File: src/include/cs_timing_params.svh
// Purpose: Constants for the chip select timing configuration registers.
// Assumes: Included by its bare name from design and bench files.
// Notes: Offsets are byte addresses on the plain register port.
`ifndef CS_TIMING_PARAMS_SVH
`define CS_TIMING_PARAMS_SVH

// ----------------------------------------------------------------------
// Register port geometry
// ----------------------------------------------------------------------
`define CS_ADDR_W 8
`define CS_DATA_W 32
`define CS_SELECTS 4

// ----------------------------------------------------------------------
// Register map
// ----------------------------------------------------------------------
`define CS_DYN_LATENCY_BASE 8'h00
`define CS_STATIC_SETUP_BASE 8'h20
`define CS_STATUS_OFFSET 8'h40
`define CS_GROUP_MSB 7
`define CS_GROUP_LSB 5
`define CS_INDEX_MSB 3
`define CS_INDEX_LSB 2
`define CS_GROUP_DYN 3'h0
`define CS_GROUP_STATIC 3'h1

// ----------------------------------------------------------------------
// Dynamic latency fields and reset values
// ----------------------------------------------------------------------
`define CS_CAS_MSB 10
`define CS_CAS_LSB 7
`define CS_CAS_UPPER_LSB 8
`define CS_RAS_MSB 3
`define CS_RAS_LSB 0
`define CS_CAS_RESET 4'hf
`define CS_CAS5_LOW_RESET 1'h1
`define CS_RAS_RESET 4'h3
`define CS_LATENCY_RESERVED 4'h0
`define CS_STRAP_DYN_INDEX 1

// ----------------------------------------------------------------------
// Static setup fields and reset values
// ----------------------------------------------------------------------
`define CS_PROTECT_BIT 20
`define CS_EXT_WAIT_BIT 8
`define CS_LANE_MODE_BIT 7
`define CS_POLARITY_BIT 6
`define CS_NAND_BIT 4
`define CS_PAGE_BIT 3
`define CS_WIDTH_MSB 1
`define CS_WIDTH_LSB 0
`define CS_WIDTH_RESET 2'h0
`define CS_WIDTH_RESERVED 2'h3
`define CS_STRAP_STATIC_INDEX 1

// ----------------------------------------------------------------------
// Status register fields
// ----------------------------------------------------------------------
`define CS_ST_CAS_LSB 0
`define CS_ST_RAS_LSB 4
`define CS_ST_WIDTH_LSB 8
`define CS_ST_CONFLICT_LSB 12
`define CS_ST_STRAP_BIT 16

`endif

File: src/include/cs_timing_pkg.sv
// Purpose: Types shared by the chip select timing configuration registers.
// Assumes: Used only by scoped names, never imported.
// Notes: Field widths follow the register layouts.
package cs_timing_pkg;

    // ------------------------------------------------------------------
    // Dynamic latency setting of one chip select
    // ------------------------------------------------------------------
    typedef struct packed {
        logic [3:0] cas;
        logic [3:0] ras;
    } dyn_latency_s;

    // ------------------------------------------------------------------
    // Static setup of one chip select
    // ------------------------------------------------------------------
    typedef struct packed {
        logic write_protect;
        logic extended_wait_enable;
        logic byte_lane_read_strobe_mode;
        logic chip_select_polarity;
        logic flash_type_select;
        logic page_burst_enable;
        logic [1:0] bus_width_select;
    } static_setup_s;

    // ------------------------------------------------------------------
    // One request on the register port
    // ------------------------------------------------------------------
    typedef struct packed {
        logic wr;
        logic rd;
        logic [7:0] addr;
        logic [31:0] wdata;
    } reg_req_s;

    // ------------------------------------------------------------------
    // Strap pins as one group
    // ------------------------------------------------------------------
    typedef struct packed {
        logic [2:0] dyn5_cas_upper;
        logic lane1;
        logic [3:0] polarity;
        logic [1:0] width1;
    } strap_s;

endpackage

File: src/verilog/reset_release.sv
// Purpose: Releases an asynchronous active low reset through two flops.
// Assumes: The clock runs while the reset is asserted or soon after.
// Notes: Assertion is immediate, release is synchronous.
`timescale 1ns/1ns
`default_nettype none

module reset_release
(
    input wire logic core_clk,
    input wire logic raw_rst_n,
    output logic sync_rst_n
);

    logic stage_reg;

    // Two flops shift a one in after the reset pin goes high.
    always_ff @(posedge core_clk or negedge raw_rst_n)
    begin
        if (!raw_rst_n)
        begin
            stage_reg <= 1'b0;
            sync_rst_n <= 1'b0;
        end
        else
        begin
            stage_reg <= 1'b1;
            sync_rst_n <= stage_reg;
        end
    end

endmodule
`default_nettype wire

File: src/verilog/pin_sync.sv
// Purpose: Two flop synchroniser for a group of slow pin levels.
// Assumes: Each bit is a static level such as a strap.
// Notes: Only the second flop is read outside this module.
`timescale 1ns/1ns
`default_nettype none

module pin_sync
#(
    parameter int WIDTH = 10
)
(
    input wire logic core_clk,
    input wire logic [WIDTH-1:0] pin_in,
    output logic [WIDTH-1:0] pin_out
);

    logic [WIDTH-1:0] first_reg;

    // Strap levels carry no reset; they settle long before use.
    always_ff @(posedge core_clk)
    begin
        first_reg <= pin_in;
        pin_out <= first_reg;
    end

endmodule
`default_nettype wire

File: src/verilog/cs_timing_regs.sv
// Purpose: Per chip select latency and static setup registers.
// Assumes: Straps hold steady around the power-on reset release.
// Notes: Settings reset only on power-on; the bus reset clears the port.
`timescale 1ns/1ns
`default_nettype none
`include "cs_timing_params.svh"

module cs_timing_regs
(
    input wire logic core_clk,
    input wire logic arst_n,
    input wire logic power_on_reset_n,
    input wire logic [`CS_ADDR_W-1:0] reg_addr,
    input wire logic [`CS_DATA_W-1:0] reg_wdata,
    input wire logic reg_wr,
    input wire logic reg_rd,
    output logic [`CS_DATA_W-1:0] reg_rdata,
    input wire logic [2:0] dyn_select5_latency_strap,
    input wire logic static_select1_lane_strap,
    input wire logic [`CS_SELECTS-1:0] static_select_polarity_strap,
    input wire logic [1:0] static_select1_width_strap,
    output cs_timing_pkg::dyn_latency_s [`CS_SELECTS-1:0] dyn_latency,
    output cs_timing_pkg::static_setup_s [`CS_SELECTS-1:0] static_setup,
    output logic [`CS_SELECTS-1:0] write_block,
    output logic [`CS_SELECTS-1:0] use_long_wait,
    output logic [`CS_SELECTS-1:0] read_lanes_low,
    output logic [`CS_SELECTS-1:0] nand_select,
    output logic [`CS_SELECTS-1:0] cas_code_fault,
    output logic [`CS_SELECTS-1:0] ras_code_fault,
    output logic [`CS_SELECTS-1:0] width_code_fault,
    output logic [`CS_SELECTS-1:0] wait_mode_conflict
);

    // ------------------------------------------------------------------
    // Reset release and strap synchronisation
    // ------------------------------------------------------------------
    logic bus_rst_n;
    logic por_rst_n;
    logic [9:0] strap_raw;
    logic [9:0] strap_bits;
    cs_timing_pkg::strap_s strap;

    reset_release bus_reset_release
    (
        .core_clk(core_clk),
        .raw_rst_n(arst_n),
        .sync_rst_n(bus_rst_n)
    );

    reset_release por_reset_release
    (
        .core_clk(core_clk),
        .raw_rst_n(power_on_reset_n),
        .sync_rst_n(por_rst_n)
    );

    // Strap pins are gathered and passed through two flops.
    assign strap_raw = {dyn_select5_latency_strap, static_select1_lane_strap,
                        static_select_polarity_strap,
                        static_select1_width_strap};

    pin_sync #(.WIDTH(10)) strap_sync
    (
        .core_clk(core_clk),
        .pin_in(strap_raw),
        .pin_out(strap_bits)
    );

    assign strap = cs_timing_pkg::strap_s'(strap_bits);

    // ------------------------------------------------------------------
    // Register port: one registered wait state
    // ------------------------------------------------------------------
    cs_timing_pkg::reg_req_s req;
    logic [2:0] req_group;
    logic [1:0] req_index;
    logic req_aligned;
    logic hit_dyn;
    logic hit_static;
    logic hit_status;
    logic [`CS_SELECTS-1:0] dyn_wr;
    logic [`CS_SELECTS-1:0] static_wr;
    logic [`CS_DATA_W-1:0] read_word;
    logic [`CS_DATA_W-1:0] dyn_word [`CS_SELECTS];
    logic [`CS_DATA_W-1:0] static_word [`CS_SELECTS];
    logic [`CS_DATA_W-1:0] status_word;
    logic strap_loaded_reg;
    logic strap_load;

    assign req = '{wr: reg_wr, rd: reg_rd, addr: reg_addr, wdata: reg_wdata};
    assign req_group = req.addr[`CS_GROUP_MSB:`CS_GROUP_LSB];
    assign req_index = req.addr[`CS_INDEX_MSB:`CS_INDEX_LSB];

    // Address decode; the lower byte bits and bit 4 must be zero.
    assign req_aligned = (req.addr[1:0] == 2'h0) && !req.addr[4];
    assign hit_dyn = req_aligned && (req_group == `CS_GROUP_DYN);
    assign hit_static = req_aligned && (req_group == `CS_GROUP_STATIC);
    assign hit_status = (req.addr == `CS_STATUS_OFFSET);

    // Read mux; unmapped addresses read as zero.
    assign read_word = hit_dyn ? dyn_word[req_index] :
                       hit_static ? static_word[req_index] :
                       hit_status ? status_word : '0;

    // Strap values are taken on the first edge after power-on release.
    assign strap_load = !strap_loaded_reg;

    always_ff @(posedge core_clk or negedge por_rst_n)
    begin
        if (!por_rst_n)
        begin
            strap_loaded_reg <= 1'b0;
        end
        else
        begin
            strap_loaded_reg <= 1'b1;
        end
    end

    // Read data appear in the cycle after the strobe and only then.
    always_ff @(posedge core_clk or negedge bus_rst_n)
    begin
        if (!bus_rst_n)
        begin
            reg_rdata <= '0;
        end
        else
        begin
            reg_rdata <= req.rd ? read_word : '0;
        end
    end

    // ------------------------------------------------------------------
    // Per chip select register copies
    // ------------------------------------------------------------------
    genvar gi;
    generate
        for (gi = 0; gi < `CS_SELECTS; gi = gi + 1)
        begin : g_sel
            localparam bit IS_STRAP_DYN = (gi == `CS_STRAP_DYN_INDEX);
            localparam bit IS_STRAP_ST = (gi == `CS_STRAP_STATIC_INDEX);
            cs_timing_pkg::dyn_latency_s dyn_reg;
            cs_timing_pkg::static_setup_s st_reg;
            cs_timing_pkg::dyn_latency_s dyn_next;
            cs_timing_pkg::static_setup_s st_next;

            // Writes land at the end of the strobe cycle.
            assign dyn_wr[gi] = req.wr && hit_dyn && (req_index == 2'(gi));
            assign static_wr[gi] = req.wr && hit_static
                                   && (req_index == 2'(gi));

            // Only defined fields are taken from the write data.
            assign dyn_next.cas = req.wdata[`CS_CAS_MSB:`CS_CAS_LSB];
            assign dyn_next.ras = req.wdata[`CS_RAS_MSB:`CS_RAS_LSB];
            assign st_next.write_protect = req.wdata[`CS_PROTECT_BIT];
            assign st_next.extended_wait_enable = req.wdata[`CS_EXT_WAIT_BIT];
            assign st_next.byte_lane_read_strobe_mode =
                req.wdata[`CS_LANE_MODE_BIT];
            assign st_next.chip_select_polarity = req.wdata[`CS_POLARITY_BIT];
            assign st_next.flash_type_select = req.wdata[`CS_NAND_BIT];
            assign st_next.page_burst_enable = req.wdata[`CS_PAGE_BIT];
            assign st_next.bus_width_select =
                req.wdata[`CS_WIDTH_MSB:`CS_WIDTH_LSB];

            // Latency copy; the bus reset leaves it untouched.
            always_ff @(posedge core_clk or negedge por_rst_n)
            begin
                if (!por_rst_n)
                begin
                    dyn_reg.cas <= IS_STRAP_DYN ?
                        {3'h0, `CS_CAS5_LOW_RESET} : `CS_CAS_RESET;
                    dyn_reg.ras <= `CS_RAS_RESET;
                end
                else if (dyn_wr[gi])
                begin
                    dyn_reg <= dyn_next;
                end
                else if (strap_load && IS_STRAP_DYN)
                begin
                    dyn_reg.cas[3:1] <= strap.dyn5_cas_upper;
                end
            end

            // Static setup copy; strap fields load once after power-on.
            always_ff @(posedge core_clk or negedge por_rst_n)
            begin
                if (!por_rst_n)
                begin
                    st_reg <= '0;
                    st_reg.bus_width_select <= `CS_WIDTH_RESET;
                end
                else if (static_wr[gi])
                begin
                    st_reg <= st_next;
                end
                else if (strap_load)
                begin
                    st_reg.chip_select_polarity <= strap.polarity[gi];
                    if (IS_STRAP_ST)
                    begin
                        st_reg.byte_lane_read_strobe_mode <= strap.lane1;
                        st_reg.bus_width_select <= strap.width1;
                    end
                end
            end

            // Readback places each field at its own bit position.
            always_comb
            begin
                dyn_word[gi] = '0;
                dyn_word[gi][`CS_CAS_MSB:`CS_CAS_LSB] = dyn_reg.cas;
                dyn_word[gi][`CS_RAS_MSB:`CS_RAS_LSB] = dyn_reg.ras;
                static_word[gi] = '0;
                static_word[gi][`CS_PROTECT_BIT] = st_reg.write_protect;
                static_word[gi][`CS_EXT_WAIT_BIT] =
                    st_reg.extended_wait_enable;
                static_word[gi][`CS_LANE_MODE_BIT] =
                    st_reg.byte_lane_read_strobe_mode;
                static_word[gi][`CS_POLARITY_BIT] =
                    st_reg.chip_select_polarity;
                static_word[gi][`CS_NAND_BIT] = st_reg.flash_type_select;
                static_word[gi][`CS_PAGE_BIT] = st_reg.page_burst_enable;
                static_word[gi][`CS_WIDTH_MSB:`CS_WIDTH_LSB] =
                    st_reg.bus_width_select;
            end

            // Settings and their decoded controls for the sequencers.
            always_ff @(posedge core_clk or negedge por_rst_n)
            begin
                if (!por_rst_n)
                begin
                    dyn_latency[gi] <= '0;
                    static_setup[gi] <= '0;
                    write_block[gi] <= 1'b0;
                    use_long_wait[gi] <= 1'b0;
                    read_lanes_low[gi] <= 1'b0;
                    nand_select[gi] <= 1'b0;
                    cas_code_fault[gi] <= 1'b0;
                    ras_code_fault[gi] <= 1'b0;
                    width_code_fault[gi] <= 1'b0;
                    wait_mode_conflict[gi] <= 1'b0;
                end
                else
                begin
                    dyn_latency[gi] <= dyn_reg;
                    static_setup[gi] <= st_reg;
                    write_block[gi] <= st_reg.write_protect;
                    use_long_wait[gi] <= st_reg.extended_wait_enable;
                    read_lanes_low[gi] <=
                        st_reg.byte_lane_read_strobe_mode;
                    nand_select[gi] <= st_reg.flash_type_select;
                    cas_code_fault[gi] <=
                        (dyn_reg.cas == `CS_LATENCY_RESERVED);
                    ras_code_fault[gi] <=
                        (dyn_reg.ras == `CS_LATENCY_RESERVED);
                    width_code_fault[gi] <=
                        (st_reg.bus_width_select == `CS_WIDTH_RESERVED);
                    wait_mode_conflict[gi] <= st_reg.extended_wait_enable
                        && st_reg.page_burst_enable;
                end
            end
        end
    endgenerate

    // ------------------------------------------------------------------
    // Status word built from the registered fault flags and the strap loaded flag
    // ------------------------------------------------------------------
    always_comb
    begin
        status_word = '0;
        status_word[`CS_ST_CAS_LSB+:`CS_SELECTS] = cas_code_fault;
        status_word[`CS_ST_RAS_LSB+:`CS_SELECTS] = ras_code_fault;
        status_word[`CS_ST_WIDTH_LSB+:`CS_SELECTS] = width_code_fault;
        status_word[`CS_ST_CONFLICT_LSB+:`CS_SELECTS] = wait_mode_conflict;
        status_word[`CS_ST_STRAP_BIT] = strap_loaded_reg;
    end

endmodule
`default_nettype wire

File: config.mk
export PLATFORM = sky130hd
export DESIGN_NAME = cs_timing_regs
export DESIGN_NICKNAME = d
export VERILOG_FILES = /design/src/include/cs_timing_pkg.sv /design/src/verilog/reset_release.sv /design/src/verilog/pin_sync.sv /design/src/verilog/cs_timing_regs.sv
export VERILOG_INCLUDE_DIRS = /design/src /design/src/include
export SDC_FILE = /design/constraint.sdc
export NUM_CORES = 1
export LEC_CHECK = 0
export ABC_AREA = 1
export BUFFER_PORTS_ARGS = -buffer_cell sky130_fd_sc_hd__buf_2
export CORE_ASPECT_RATIO = 1.1
export CORE_MARGIN = 1.5
export CORE_UTILIZATION = 25
export CTS_CLUSTER_SIZE = 25
export DETAILED_ROUTE_END_ITERATION = 6
export GPL_TIMING_DRIVEN = 1
export PLACE_DENSITY = 0.53
export SETUP_SLACK_MARGIN = 0.02
export SLEW_MARGIN = 5
export SYNTH_ARGS = -nofsm -noshare
export SYNTH_HDL_FRONTEND = slang
export SYNTH_SLANG_ARGS = --single-unit
export TNS_END_PERCENT = 100
File: constraint.sdc
create_clock -name core_clk -period 4.23 [get_ports core_clk]
set_input_delay 0.846 -clock core_clk [delete_from_list [all_inputs] [get_ports core_clk]]
set_output_delay 0.846 -clock core_clk [all_outputs]
set_load 0.005 [all_outputs]
* Yosys cells after proc, flatten, opt, wreduce, memory -nomap -nowiden
Cells that the tools add are included.
W data, S select, Z words.
** Word-level totals
- Register bits after elaboration :: 201
- Bits in latches :: 0
- Bits in writable memories :: 0
- Memory bits (read-only) :: 0
- Bits of input ports :: 55
- Output and inout bits :: 128
- Logic and storage cells :: 164
- Memories kept :: 0
** Operators by class
- $add $sub $neg :: 0
- Multiply operators :: 0
- Div/mod/pow operators :: 0
- Order comparisons :: 1
- Equality and inequality tests :: 14
- Shift-type cells :: 0
- Mux-type cells :: 22
- Bitwise gates (word level) :: 1
- Reduce and logical (&&, ||, !) cells :: 29
** Operators with widths (count)
- $mux W32 :: 7
- $bmux W32 S2 :: 2
- $logic_not A4 Y1 :: 8
- $logic_and A1 B1 Y1 :: 17
- $mux W17 :: 1
- $eq A2 B2 Y1 const B :: 6
- $ne A2 B2 Y1 const B :: 5
- $eq A8 B7 Y1 const B :: 1
- $mux W2 :: 4
- $mux W1 :: 6
- $mux W3 :: 2
- $logic_not A2 Y1 :: 2
- $eq A3 B1 Y1 const B :: 1
- $ge A3 B3 Y1 const B :: 1
- $logic_not A3 Y1 :: 1
- $not A2 Y3 :: 1
- $eq A2 B1 Y1 const B :: 1
- $logic_not A1 Y1 :: 1

* Depth between registers and ports, before layout
Gate-level depths: netlist of run 1.
- Word-level depth :: 7
- Depth in mapped cells :: 9
- Depth with buffers taken out :: 8

* By module
From an unflattened synthesis of run 1, not the netlist that was laid out.
** Second synthesis, totals
- Cell total of the unflattened synthesis :: 662
- Area total of the unflattened synthesis :: 6884.1 um^2
** Modules (own cells, without submodules)
- cs_timing_regs :: instances 1, cells an instance 636, area each 6376.1 um^2, sequential area each 4105.2 um^2
- pin_sync :: instances 1, cells an instance 20, area each 400.4 um^2, sequential area each 400.4 um^2
- reset_release :: instances 2, cells an instance 3, area each 53.8 um^2, sequential area each 50.0 um^2

* Least setup slack after synthesis of run 1
No wires, ideal clock.
- Path type :: input to register
- From :: input port reg_addr[1]
- To :: register g_sel[1].dyn_reg, in the netlist dyn_word[67]
- Library setup time :: 0.120 ns
- Arrival time :: 1.731 ns
- Data required time :: 4.110 ns
- Setup slack :: 2.379 ns
- Cell stages on the path :: 7
- Path buffers :: 1
- Path through :: nor2_2 nand2_2 nor2_8 nand3_4 buf_6 nand2_1 o21ai_2
** On the way
- Word-level cells in the longest chain between the ends :: 5
** RTL lines
- start: declaration :: RTL line cs_timing_regs.sv:13 : input wire logic [`CS_ADDR_W-1:0] reg_addr,
- $logic_not A2 Y1 :: RTL line cs_timing_regs.sv:95 : assign req_aligned = (req.addr[1:0] == 2'h0) && !req.addr[4];
- $logic_and A1 B1 Y1 :: RTL line cs_timing_regs.sv:95
- $logic_and A1 B1 Y1 :: RTL line cs_timing_regs.sv:96 : assign hit_dyn = req_aligned && (req_group == `CS_GROUP_DYN);
- $logic_and A1 B1 Y1 (2 in a row) :: RTL line cs_timing_regs.sv:148 : assign dyn_wr[gi] = req.wr && hit_dyn && (req_index == 2'(gi));
- end signal: assignment :: RTL line cs_timing_regs.sv:176 : dyn_reg <= dyn_next;
- end: declaration :: RTL line cs_timing_regs.sv:142 : cs_timing_pkg::dyn_latency_s dyn_reg;
No other way between the ends.
A chain may end at the register's enable or synchronous reset.

* Worst setup path in the final report of run 1
- From :: input port reg_addr[2]
- To :: register g_sel[1].st_reg[5] (netlist name)
** On the way
- Word-level cells in the longest chain between the ends :: 3
- Elaborated cells between the ends (all ways) :: 4
- Classes of those cells :: eq/ne: 2; mux: 1; reduce/logical: 1
** RTL lines
- $eq A2 B1 Y1 (*) :: RTL line cs_timing_regs.sv:150 : && (req_index == 2'(gi));
- $logic_and A1 B1 Y1 (*) :: RTL line cs_timing_regs.sv:150
- $ne A2 B2 Y1 (no source line) / $mux W2 (equally long branches)
- end signal: assignment :: RTL line cs_timing_regs.sv:194 : st_reg <= st_next;
- end: declaration :: RTL line cs_timing_regs.sv:143 : cs_timing_pkg::static_setup_s st_reg;
Every way passes the cells marked *; elsewhere a longest branch is shown, timed or not.

==> results of run 1 <==
[final cells by class]
class                      count  share of cell area [%]
antenna                        4                   0.117
clock buffer                  19                    5.18
clock inverter                13                    1.84
inverter                      50                    2.19
multi-input combinational    439                    22.7
sequential                   187                    53.9
tap                          363                    5.31
timing repair buffer         148                    8.83
[logic make-up after synthesis]
family,share of synthesized area (%)
AOI/OAI and AO/OA,3.92
and+or+nand+nor,22.8
DFF,65.5
buffers and inverters,7.69
other,0.107
[path summary, 6_finish.rpt]
path	start	endpoint	slack [ns]	cells after the start
hold reg to reg	bus_reset_release.sync_rst_n	reg_rdata[5]	0.33	0
setup / recovery	reg_addr[2]	g_sel[1].st_reg[5]	1.94	6
hold / removal	power_on_reset_n	por_reset_release.sync_rst_n	0.18	1
setup reg to reg	por_reset_release.sync_rst_n	dyn_word[33]	2.83	1
min in group core_clk	strap_sync.first_reg[5]	strap_sync.pin_out[5]	0.33	0
max in group asynchronous	por_reset_release.sync_rst_n	dyn_word[33]	2.83	1
[per-stage QoR]
stage | util (%) | worst slack [ns]
global route | 30.9 | 1.71
detailed placement | 28.7 | 1.46
global placement | 28.7 | 1.49
CTS | 30.8 | 1.94
finish | 30.9 | 1.94
floorplan | - | 1.81
[power by group]
part           leakage [uW]  internal [uW]  switching (uW)
clock              0.000294            904             718
sequential          0.00233           1880            91.9
combinational       0.00192           92.7             153
total               0.00455           2880             963
[synthesized netlist by cell type, drive strengths merged]
master / instances / area (um2)
inv: 50 / 188
nand3: 21 / 160
a31oi: 1 / 6.26
nor2: 78 / 362
nor3: 1 / 5.00
o21ai: 46 / 249
dfstp: 21 / 552
conb: 2 / 7.51
clkbuf: 6 / 22.5
nand4: 8 / 50.1
nor4: 8 / 50.1
buf: 44 / 330
dfxtp: 20 / 400
a21oi: 4 / 20.0
nand2: 254 / 966
dfrtp: 146 / 3650
and2: 1 / 6.26
[layer usage]
metal	vias up	track usage (%)	wire length [um]
li1	2429	-	-
met1	2327	18.3	8940
met2	159	21.1	8710
met3	27	3.59	1130
met4	4	5.20	444
met5	-	0	20
==> results.yml, run 1 <==
status:
  outcome: "complete, no violations"
floorplan:
  rows: 64
  die_y_um: 179
  core_area_um2: 27700
  io_pins: 183
  fp.dieW_um: 163
  die_area_um2: 29100
  initial_utilization_pct: 25.4
timing:
  finalHoldViolations: 0
  finalSetupTns_ns: 0
  fmax_ghz: 0.436
  setup_viol: 0
  final.min_clock_period_ns: 2.29
  finClkSkew_ns: 0.0130
  fin_crit_sh_pct: 54.2
  fin_hold_ws_ns: 0.182
  tightest_slew_ns: 0.868
  drv_slew: 0
  rsz0062_at_grt: "no"
  slew_headroom_pct: 42.1
final_layout:
  multi_input_area_um2: 1940
  finalNonFillerCells: 1223
  nNetsFinal: 898
  final_cell_mix: "nand2_1, buf_2, dfrtp_1"
  final_common_cell: "nand2_1"
  syn_to_final_growth_pct: 21.7
  fillCellCount: 2958
  drive_gt1_share_pct: 26.9
  postLayoutCellArea_um2: 8560
  seqCellArea_um2: 4610
power:
  total_power_uw: 3840
  vdd_drop_max_mv: 0.199
  cellPowerDensity_nw_per_um2: 449
  p_leak_uw: 0.00455
detailed_routing:
  drt_iter0_markers: 371
  vias: 4946
  firstDrtPassIters: 7
  via_per_inst: 4.04
  ant_nets: 0
  drc: 0
  wl_um: 19200
  post_drt_wl_per_cell_um: 15.7
global_route:
  antenna_found_initial: 6
  grt_max_degree: 81
  overflow: 0
  grt_pass1_wl_um: 28900
  grtUsageTotal_pct: 13.7
  grt_pass1_vias: 4823
placement:
  placed_cells: 1187
  dp_hpwl_um: 14200
  io_buffers: 147
  place_area_um2: 7950
  gp_congestion: 0.782
synthesis:
  syn_inst: 711
  syn_avg_cell_area_um2: 9.88
  ys_seq_area_share_pct: 65.5
  synth_warnings: 0
  ys_ff_latch: 187
  ys_types: 28
  synth.cell_area_um2: 7030
worst_setup_path:
  cp.arrival_ns: 2.61
  cp_max_fo: 24
  critPathCaptureType: "flop"
  crit_family: "simple AND/OR/NAND/NOR gates"
  path_class: "in -> reg"
  worst-path-buf-inv: 2
  critPathLaunchType: "primary input"
  cp_cell_sequence: "buf_2, inv_2, nor2_2, nand3_2, nand3_1, nand2_1"
  max_stage_delay_ns: 0.50
  required_ns: 4.55
  crit_slowest_cell: "nor2_2"
clocking:
  numCtsBuffers: 17
  cts_hold_buf: 0
  cts.sinks: 187
  htreeDepth: 4
  cts_setup_buffers: 0
  post_cts_resized: 0
  cts.clk_slew.worst_paths_ns: 0.07
  cts_tree: "built"
  root_buffer: "clkbuf_16"
  clkLatencyLatePin_ns: 0.44
  clock_path_buffers: 2
flow_run:
  cap_violations: 0
worst_hold_path:
  hp-class: "in -> async"
Note: power is estimated with default switching activity, not from simulation.
==> inputs of run 2 (changes only) <==
--- a/config.mk
+++ b/config.mk
@@ -6,7 +6,7 @@
 export SDC_FILE = /design/constraint.sdc
 export NUM_CORES = 1
 export LEC_CHECK = 0
-export ABC_AREA = 1
+export ABC_AREA = 0
 export BUFFER_PORTS_ARGS = -buffer_cell sky130_fd_sc_hd__buf_2
 export CORE_ASPECT_RATIO = 1.1
 export CORE_MARGIN = 1.5
@@ -14,7 +14,7 @@
 export CTS_CLUSTER_SIZE = 25
 export DETAILED_ROUTE_END_ITERATION = 6
 export GPL_TIMING_DRIVEN = 1
-export PLACE_DENSITY = 0.53
+export PLACE_DENSITY = 0.52
 export SETUP_SLACK_MARGIN = 0.02
 export SLEW_MARGIN = 5
 export SYNTH_ARGS = -nofsm -noshare
==> constraint.sdc (replaced) <==
create_clock -name core_clk -period 2.25 [get_ports core_clk]
set_input_delay 0.45 -clock core_clk [delete_from_list [all_inputs] [get_ports core_clk]]
set_output_delay 0.45 -clock core_clk [all_outputs]
set_load 0.005 [all_outputs]
==> run 2 against run 1 <==
Net effect:
- power up 83%
- wire length down 12%
- critical path depth unchanged
- highest routed layer is now met4
- utilization up 1.2 points
- combinational power up 80%
==> results.yml, run 2 <==
detailed_routing:
  firstDrtPassIters: 4
  wl_um: 16900
  drc: 0
  vias: 3815
  top_layer: "met4"
  wl_met2_um: 8780
  drt_iter0_markers: 151
  post_drt_wl_per_cell_um: 17.9
  wl_met1_um: 7130
  via_per_inst: 4.04
  wl_met3_um: 781
  ant_nets: 0
synthesis:
  synth_common_cells: "dfrtp_1, mux2_2, buf_4"
  syn_avg_cell_area_um2: 15.9
  synth.cell_area_um2: 6680
  synth_area_leaders: "dfrtp_1, dfstp_2, mux2_2"
  syn_inst: 420
  ys_ff_latch: 187
  synth_warnings: 0
  synthFlopType: "dfrtp_1"
  synth.largest_area_cell: "dfrtp_1"
  synth-async-reset-ratio_pct: 89.3
  synth_edf_count: 0
  ys_types: 35
  yosysMostFrequentCell: "dfrtp_1"
  ys_seq_area_share_pct: 69.0
  synth_top_area_share_pct: 54.7
timing:
  setup_slack_ns: 0.340
  fmax_ghz: 0.524
  tightest_slew_ns: 0.755
  slew_headroom_pct: 49.7
  drv_slew: 0
  finClkSkew_ns: 0.00890
  fin_crit_sh_pct: 84.9
  final.min_clock_period_ns: 1.91
  finalHoldViolations: 0
  rsz0062_at_grt: "no"
  finalSetupTns_ns: 0
  setup_viol: 0
global_route:
  overflow: 0
  antenna_found_initial: 0
  grt_pass1_vias: 4155
  grtUsageTotal_pct: 12.9
  grt_pass1_wl_um: 26000
  grt_max_degree: 75
power:
  vdd_drop_max_mv: 0.394
  p_leak_uw: 0.00426
  cellPowerDensity_nw_per_um2: 836
status:
  outcome: "complete, no violations"
final_layout:
  drive_gt1_share_pct: 50.1
  diodes: 0
  nNetsFinal: 635
  final_common_cell: "buf_2"
  final_cell_mix: "buf_2, dfrtp_1, mux2_2"
  syn_to_final_growth_pct: 25.9
clocking:
  cts_hold_buf: 2
  cts_setup_buffers: 0
  clkLatencyLatePin_ns: 0.44
  clock_path_buffers: 2
  cts_tree: "built"
  cts.sinks: 187
  post_cts_resized: 0
  cts.clk_slew.worst_paths_ns: 0.07
  root_buffer: "clkbuf_16"
  htreeDepth: 4
  numCtsBuffers: 17
worst_setup_path:
  cp.arrival_ns: 2.23
  cp_cell_sequence: "buf_2, or4_4, or3_1, buf_4, nor2_8, mux2_2"
  path_class: "in -> reg"
  reg2reg_slack_ns: 0.79
  required_ns: 2.57
  ff2ff_path_depth: 3
  max_stage_delay_ns: 0.57
  critPathCaptureType: "flop"
  critPathLaunchType: "primary input"
  crit_slowest_cell: "or4_4"
  cp_max_fo: 8
floorplan:
  core_area_um2: 26200
  die_area_um2: 27700
  fp.dieW_um: 159
  die_y_um: 174
  initial_utilization_pct: 25.5
  io_pins: 183
  rows: 62
placement:
  io_buffers: 147
  gp_congestion: 0.769
  place_ws_ns: -0.126
  dp_hpwl_um: 12500
flow_run:
  cap_violations: 0
worst_hold_path:
  hp-class: "in -> reg"
  min_path_cells: 1
run 2: cell types whose count changed after synthesis, sizes merged, moves of 8 or more:
cell,delta
and3,+8
inv,-49
mux2,+54
mux2i,+20
mux4,+11
nand2,-238
nand3,-15
nand4,-8
nor2,-67
o21ai,-32
run 2: final cells by class:
cell class / instances / area [um2]
flip-flops and latches: 187 / 4610
well taps: 352 / 440
clock inverters: 14 / 133
inverters: 1 / 3.75
clock buffers: 18 / 429
fillers: 2687 / 17800
repair buffers: 171 / 971
multi-input cells: 202 / 1820
run 2: per-layer routing:
layer  global-route usage [%]  vias to the layer above
met3                     3.75                       21
met4                     4.09                        0
met5                        0                        -
met1                     15.4                     1947
met2                     22.2                      103
li1                         -                     1744
run 2: cell families (layout without fill, tap and decap cells):
family / count (synthesis) / count (layout) / synth area share, %
buffers and inverters: 46 / 204 / 4.70
muxes: 85 / 85 / 16.2
AOI/OAI and AO/OA: 25 / 25 / 2.40
other: 2 / 17 / 0.112
DFF: 187 / 187 / 69.0
and+or+nand+nor: 75 / 75 / 7.61
run 2: where the power goes:
part	total, uW	leakage (uW)	switching, uW	internal [uW]
sequential	3690	0.00232	145	3550
clock	2890	0.000274	1350	1550
combinational	441	0.00167	229	213
total	7030	0.00426	1720	5310
run 2: path summary, 6_finish.rpt:
| path | startpoint | to |
|---|---|---|
| max reg2reg | dyn_word[2] | reg_rdata[2] |
| min | dyn_select5_latency_strap[0] | strap_sync.first_reg[7] |
| min reg2reg | por_reset_release.sync_rst_n | g_sel[1].st_reg[5] |
| max in group asynchronous | por_reset_release.sync_rst_n | dyn_word[97] |
| min in group asynchronous | por_reset_release.sync_rst_n | g_sel[1].st_reg[5] |
| max | reg_addr[7] | dyn_word[98] |
run 2: critical path, delay by kind of cell:
family,cells,cell delay (ns)
simple gates,3,1.12
mux,1,0.35
buf+inv,2,0.30
run 2: per-stage QoR:
step / power [uW] / cells / hold WS [ns] / utilization, % / area [um2]
3_3_place_gp: 4200 / 911 / 0.223 / 29.8 / 7830
2_1_floorplan: 3960 / 435 / 0.154 / - / 6740
4_1_cts: 7140 / 945 / 0.0902 / 32.1 / 8410
3_5_place_dp: 4210 / 911 / 0.234 / 29.8 / 7830
6_report: 7030 / 945 / 0.108 / 32.1 / 8410
5_1_grt: 7350 / 945 / 0.0864 / 32.1 / 8410
==> inputs of run 3 (changes only) <==
--- a/config.mk
+++ b/config.mk
@@ -14,7 +14,7 @@
 export CTS_CLUSTER_SIZE = 25
 export DETAILED_ROUTE_END_ITERATION = 6
 export GPL_TIMING_DRIVEN = 1
-export PLACE_DENSITY = 0.52
+export PLACE_DENSITY = 0.54
 export SETUP_SLACK_MARGIN = 0.02
 export SLEW_MARGIN = 5
 export SYNTH_ARGS = -nofsm -noshare
==> constraint.sdc (replaced) <==
create_clock -name core_clk -period 1.7 [get_ports core_clk]
set_input_delay 0.34 -clock core_clk [delete_from_list [all_inputs] [get_ports core_clk]]
set_output_delay 0.34 -clock core_clk [all_outputs]
set_load 0.005 [all_outputs]
==> run 3 against run 2 <==
Net effect:
- register-to-register slack lost 0.57 ns
- first-iteration DRC count increased by 17%
- global-route usage hardly changed
- flip-flop and latch count unchanged
- design area increased by 3.6%
- combinational power up 50%
- sequential power is 32% higher
- die area unchanged
- setup slack got worse by 0.34 ns
- clock power is 35% higher
- largest power group unchanged
- critical path depth shrank 1
- largest cell class unchanged
==> results.yml, run 3 (synthesis results as in run 2) <==
detailed_routing:
  post_drt_wl_per_cell_um: 17.8
  via_per_inst: 4.04
  wl_um: 17300
  drc: 0
  drt_iter0_markers: 177
  firstDrtPassIters: 4
  ant_nets: 0
  vias: 3922
worst_hold_path:
  min_from: "reg_wdata[6]"
  whs_endpoint: "g_sel[1].st_reg[4]"
  min_path_cells: 3
  hp-class: "in -> reg"
timing:
  setup_viol: 0
  fin_crit_sh_pct: 99.9
  finalHoldViolations: 0
  finalSetupTns_ns: 0
  finClkSkew_ns: 0.0102
  setup_slack_ns: 0.00158
  tightest_slew_ns: 0.518
  rsz0062_at_grt: "yes"
  drv_slew: 0
  slew_headroom_pct: 65.2
  final.min_clock_period_ns: 1.70
  fmax_ghz: 0.589
power:
  cellPowerDensity_nw_per_um2: 1080
  p_leak_uw: 0.00441
  vdd_drop_max_mv: 0.534
floorplan:
  rows: 62
  die_y_um: 174
  io_pins: 183
  fp.dieW_um: 159
  initial_utilization_pct: 25.5
  die_area_um2: 27700
  core_area_um2: 26200
worst_setup_path:
  crit_family: "simple AND/OR/NAND/NOR gates"
  cp_max_fo: 8
  required_ns: 2.01
  rr_endpoint: "reg_rdata[2]"
  ff2ff_path_depth: 3
  max_stage_delay_ns: 0.56
  reg2reg_slack_ns: 0.22
  r2r-start: "dyn_word[2]"
  path_class: "in -> reg"
  cp_cell_sequence: "buf_6, or4_4, or3_4, nor2_8, mux2_4"
  critPathCaptureType: "flop"
  cp.arrival_ns: 2.00
  worst-path-buf-inv: 1
  critPathLaunchType: "primary input"
  crit_slowest_cell: "or4_4"
global_route:
  antenna_found_initial: 0
  overflow: 0
  grt_pass1_vias: 4066
  grt_pass1_wl_um: 26000
  grtUsageTotal_pct: 12.9
  grt_max_degree: 59
final_layout:
  postLayoutCellArea_um2: 8710
  diodes: 0
  syn_to_final_growth_pct: 30.4
  drive_gt1_share_pct: 50.9
  final_util_pct: 33.2
  final_cell_mix: "dfrtp_1, buf_2, buf_4"
  nNetsFinal: 661
  finalNonFillerCells: 971
clocking:
  cts.sinks: 187
  htreeDepth: 4
  cts.clk_slew.worst_paths_ns: 0.07
  cts_tree: "built"
  clock_path_buffers: 2
  clkLatencyLatePin_ns: 0.43
  numCtsBuffers: 17
  root_buffer: "clkbuf_16"
placement:
  placed_cells: 927
  dp_hpwl_um: 12700
  place_area_um2: 7970
  gp_congestion: 0.750
  place_ws_ns: -0.498
  io_buffers: 147
status:
  outcome: "complete, no violations"
flow_run:
  cap_violations: 0
==> run 3: power by group <==
part           internal [uW]  switching (uW)  total (uW)  leakage (uW)
Combinational            324             337         661       0.00181
Clock                   2090            1810        3900      0.000274
Sequential              4700             172        4870       0.00232
Total                   7110            2320        9430       0.00441
==> run 3: per-stage QoR <==
| stage | hold WS [ns] | total power, uW |
|---|---|---|
| floorplan | 0.0444 | 5240 |
| global placement | 0.125 | 5600 |
| detailed placement | 0.126 | 5610 |
| CTS | 0.00155 | 9570 |
| global route | 0.172 | 9840 |
| finish | 0.169 | 9430 |
==> run 3: worst max-delay path by stage <==
stage,start,endpoint,slack [ns],depth (start not counted)
after global placement,reg_addr[7],dyn_word[2],-0.49,6
after detailed placement,reg_addr[7],dyn_word[3],-0.50,6
after CTS,reg_addr[7],dyn_word[3],0.006,6
after floorplan,reg_addr[7],dyn_word[2],-0.38,6
final,reg_addr[0],dyn_word[3],0.002,5
after global routing,reg_addr[0],dyn_word[66],-0.01,6
==> run 3: worst min-delay path: stages <==
cell and delay, ns:
buf_2 0.12, nand2_1 0.05, o21ai_0 0.05
==> run 3: timing repair <==
action	CTS	global route
cloned	0	0
resized for setup	9	4
hold endpoints to repair	13	1
pin swaps	0	2
setup endpoints to repair	24	34
buffers inserted	0	1
hold buffers	11	1
==> run 3: layout make-up <==
cell class	count	area [um2]
clock buffer	18	439
tap	352	440
fill	2688	17500
timing repair buffer	197	1190
inverter	1	3.75
sequential	187	4610
clock inverter	14	134
multi-input combinational	202	1900
==> run 3: per-layer routing <==
metal | wire (um) | track usage (%) | up-vias
li1 | - | - | 1802
met3 | 903 | 3.79 | 19
met4 | 316 | 4.48 | 0
met2 | 8400 | 21.0 | 120
met1 | 7690 | 16.2 | 1981
met5 | 0 | 0 | -
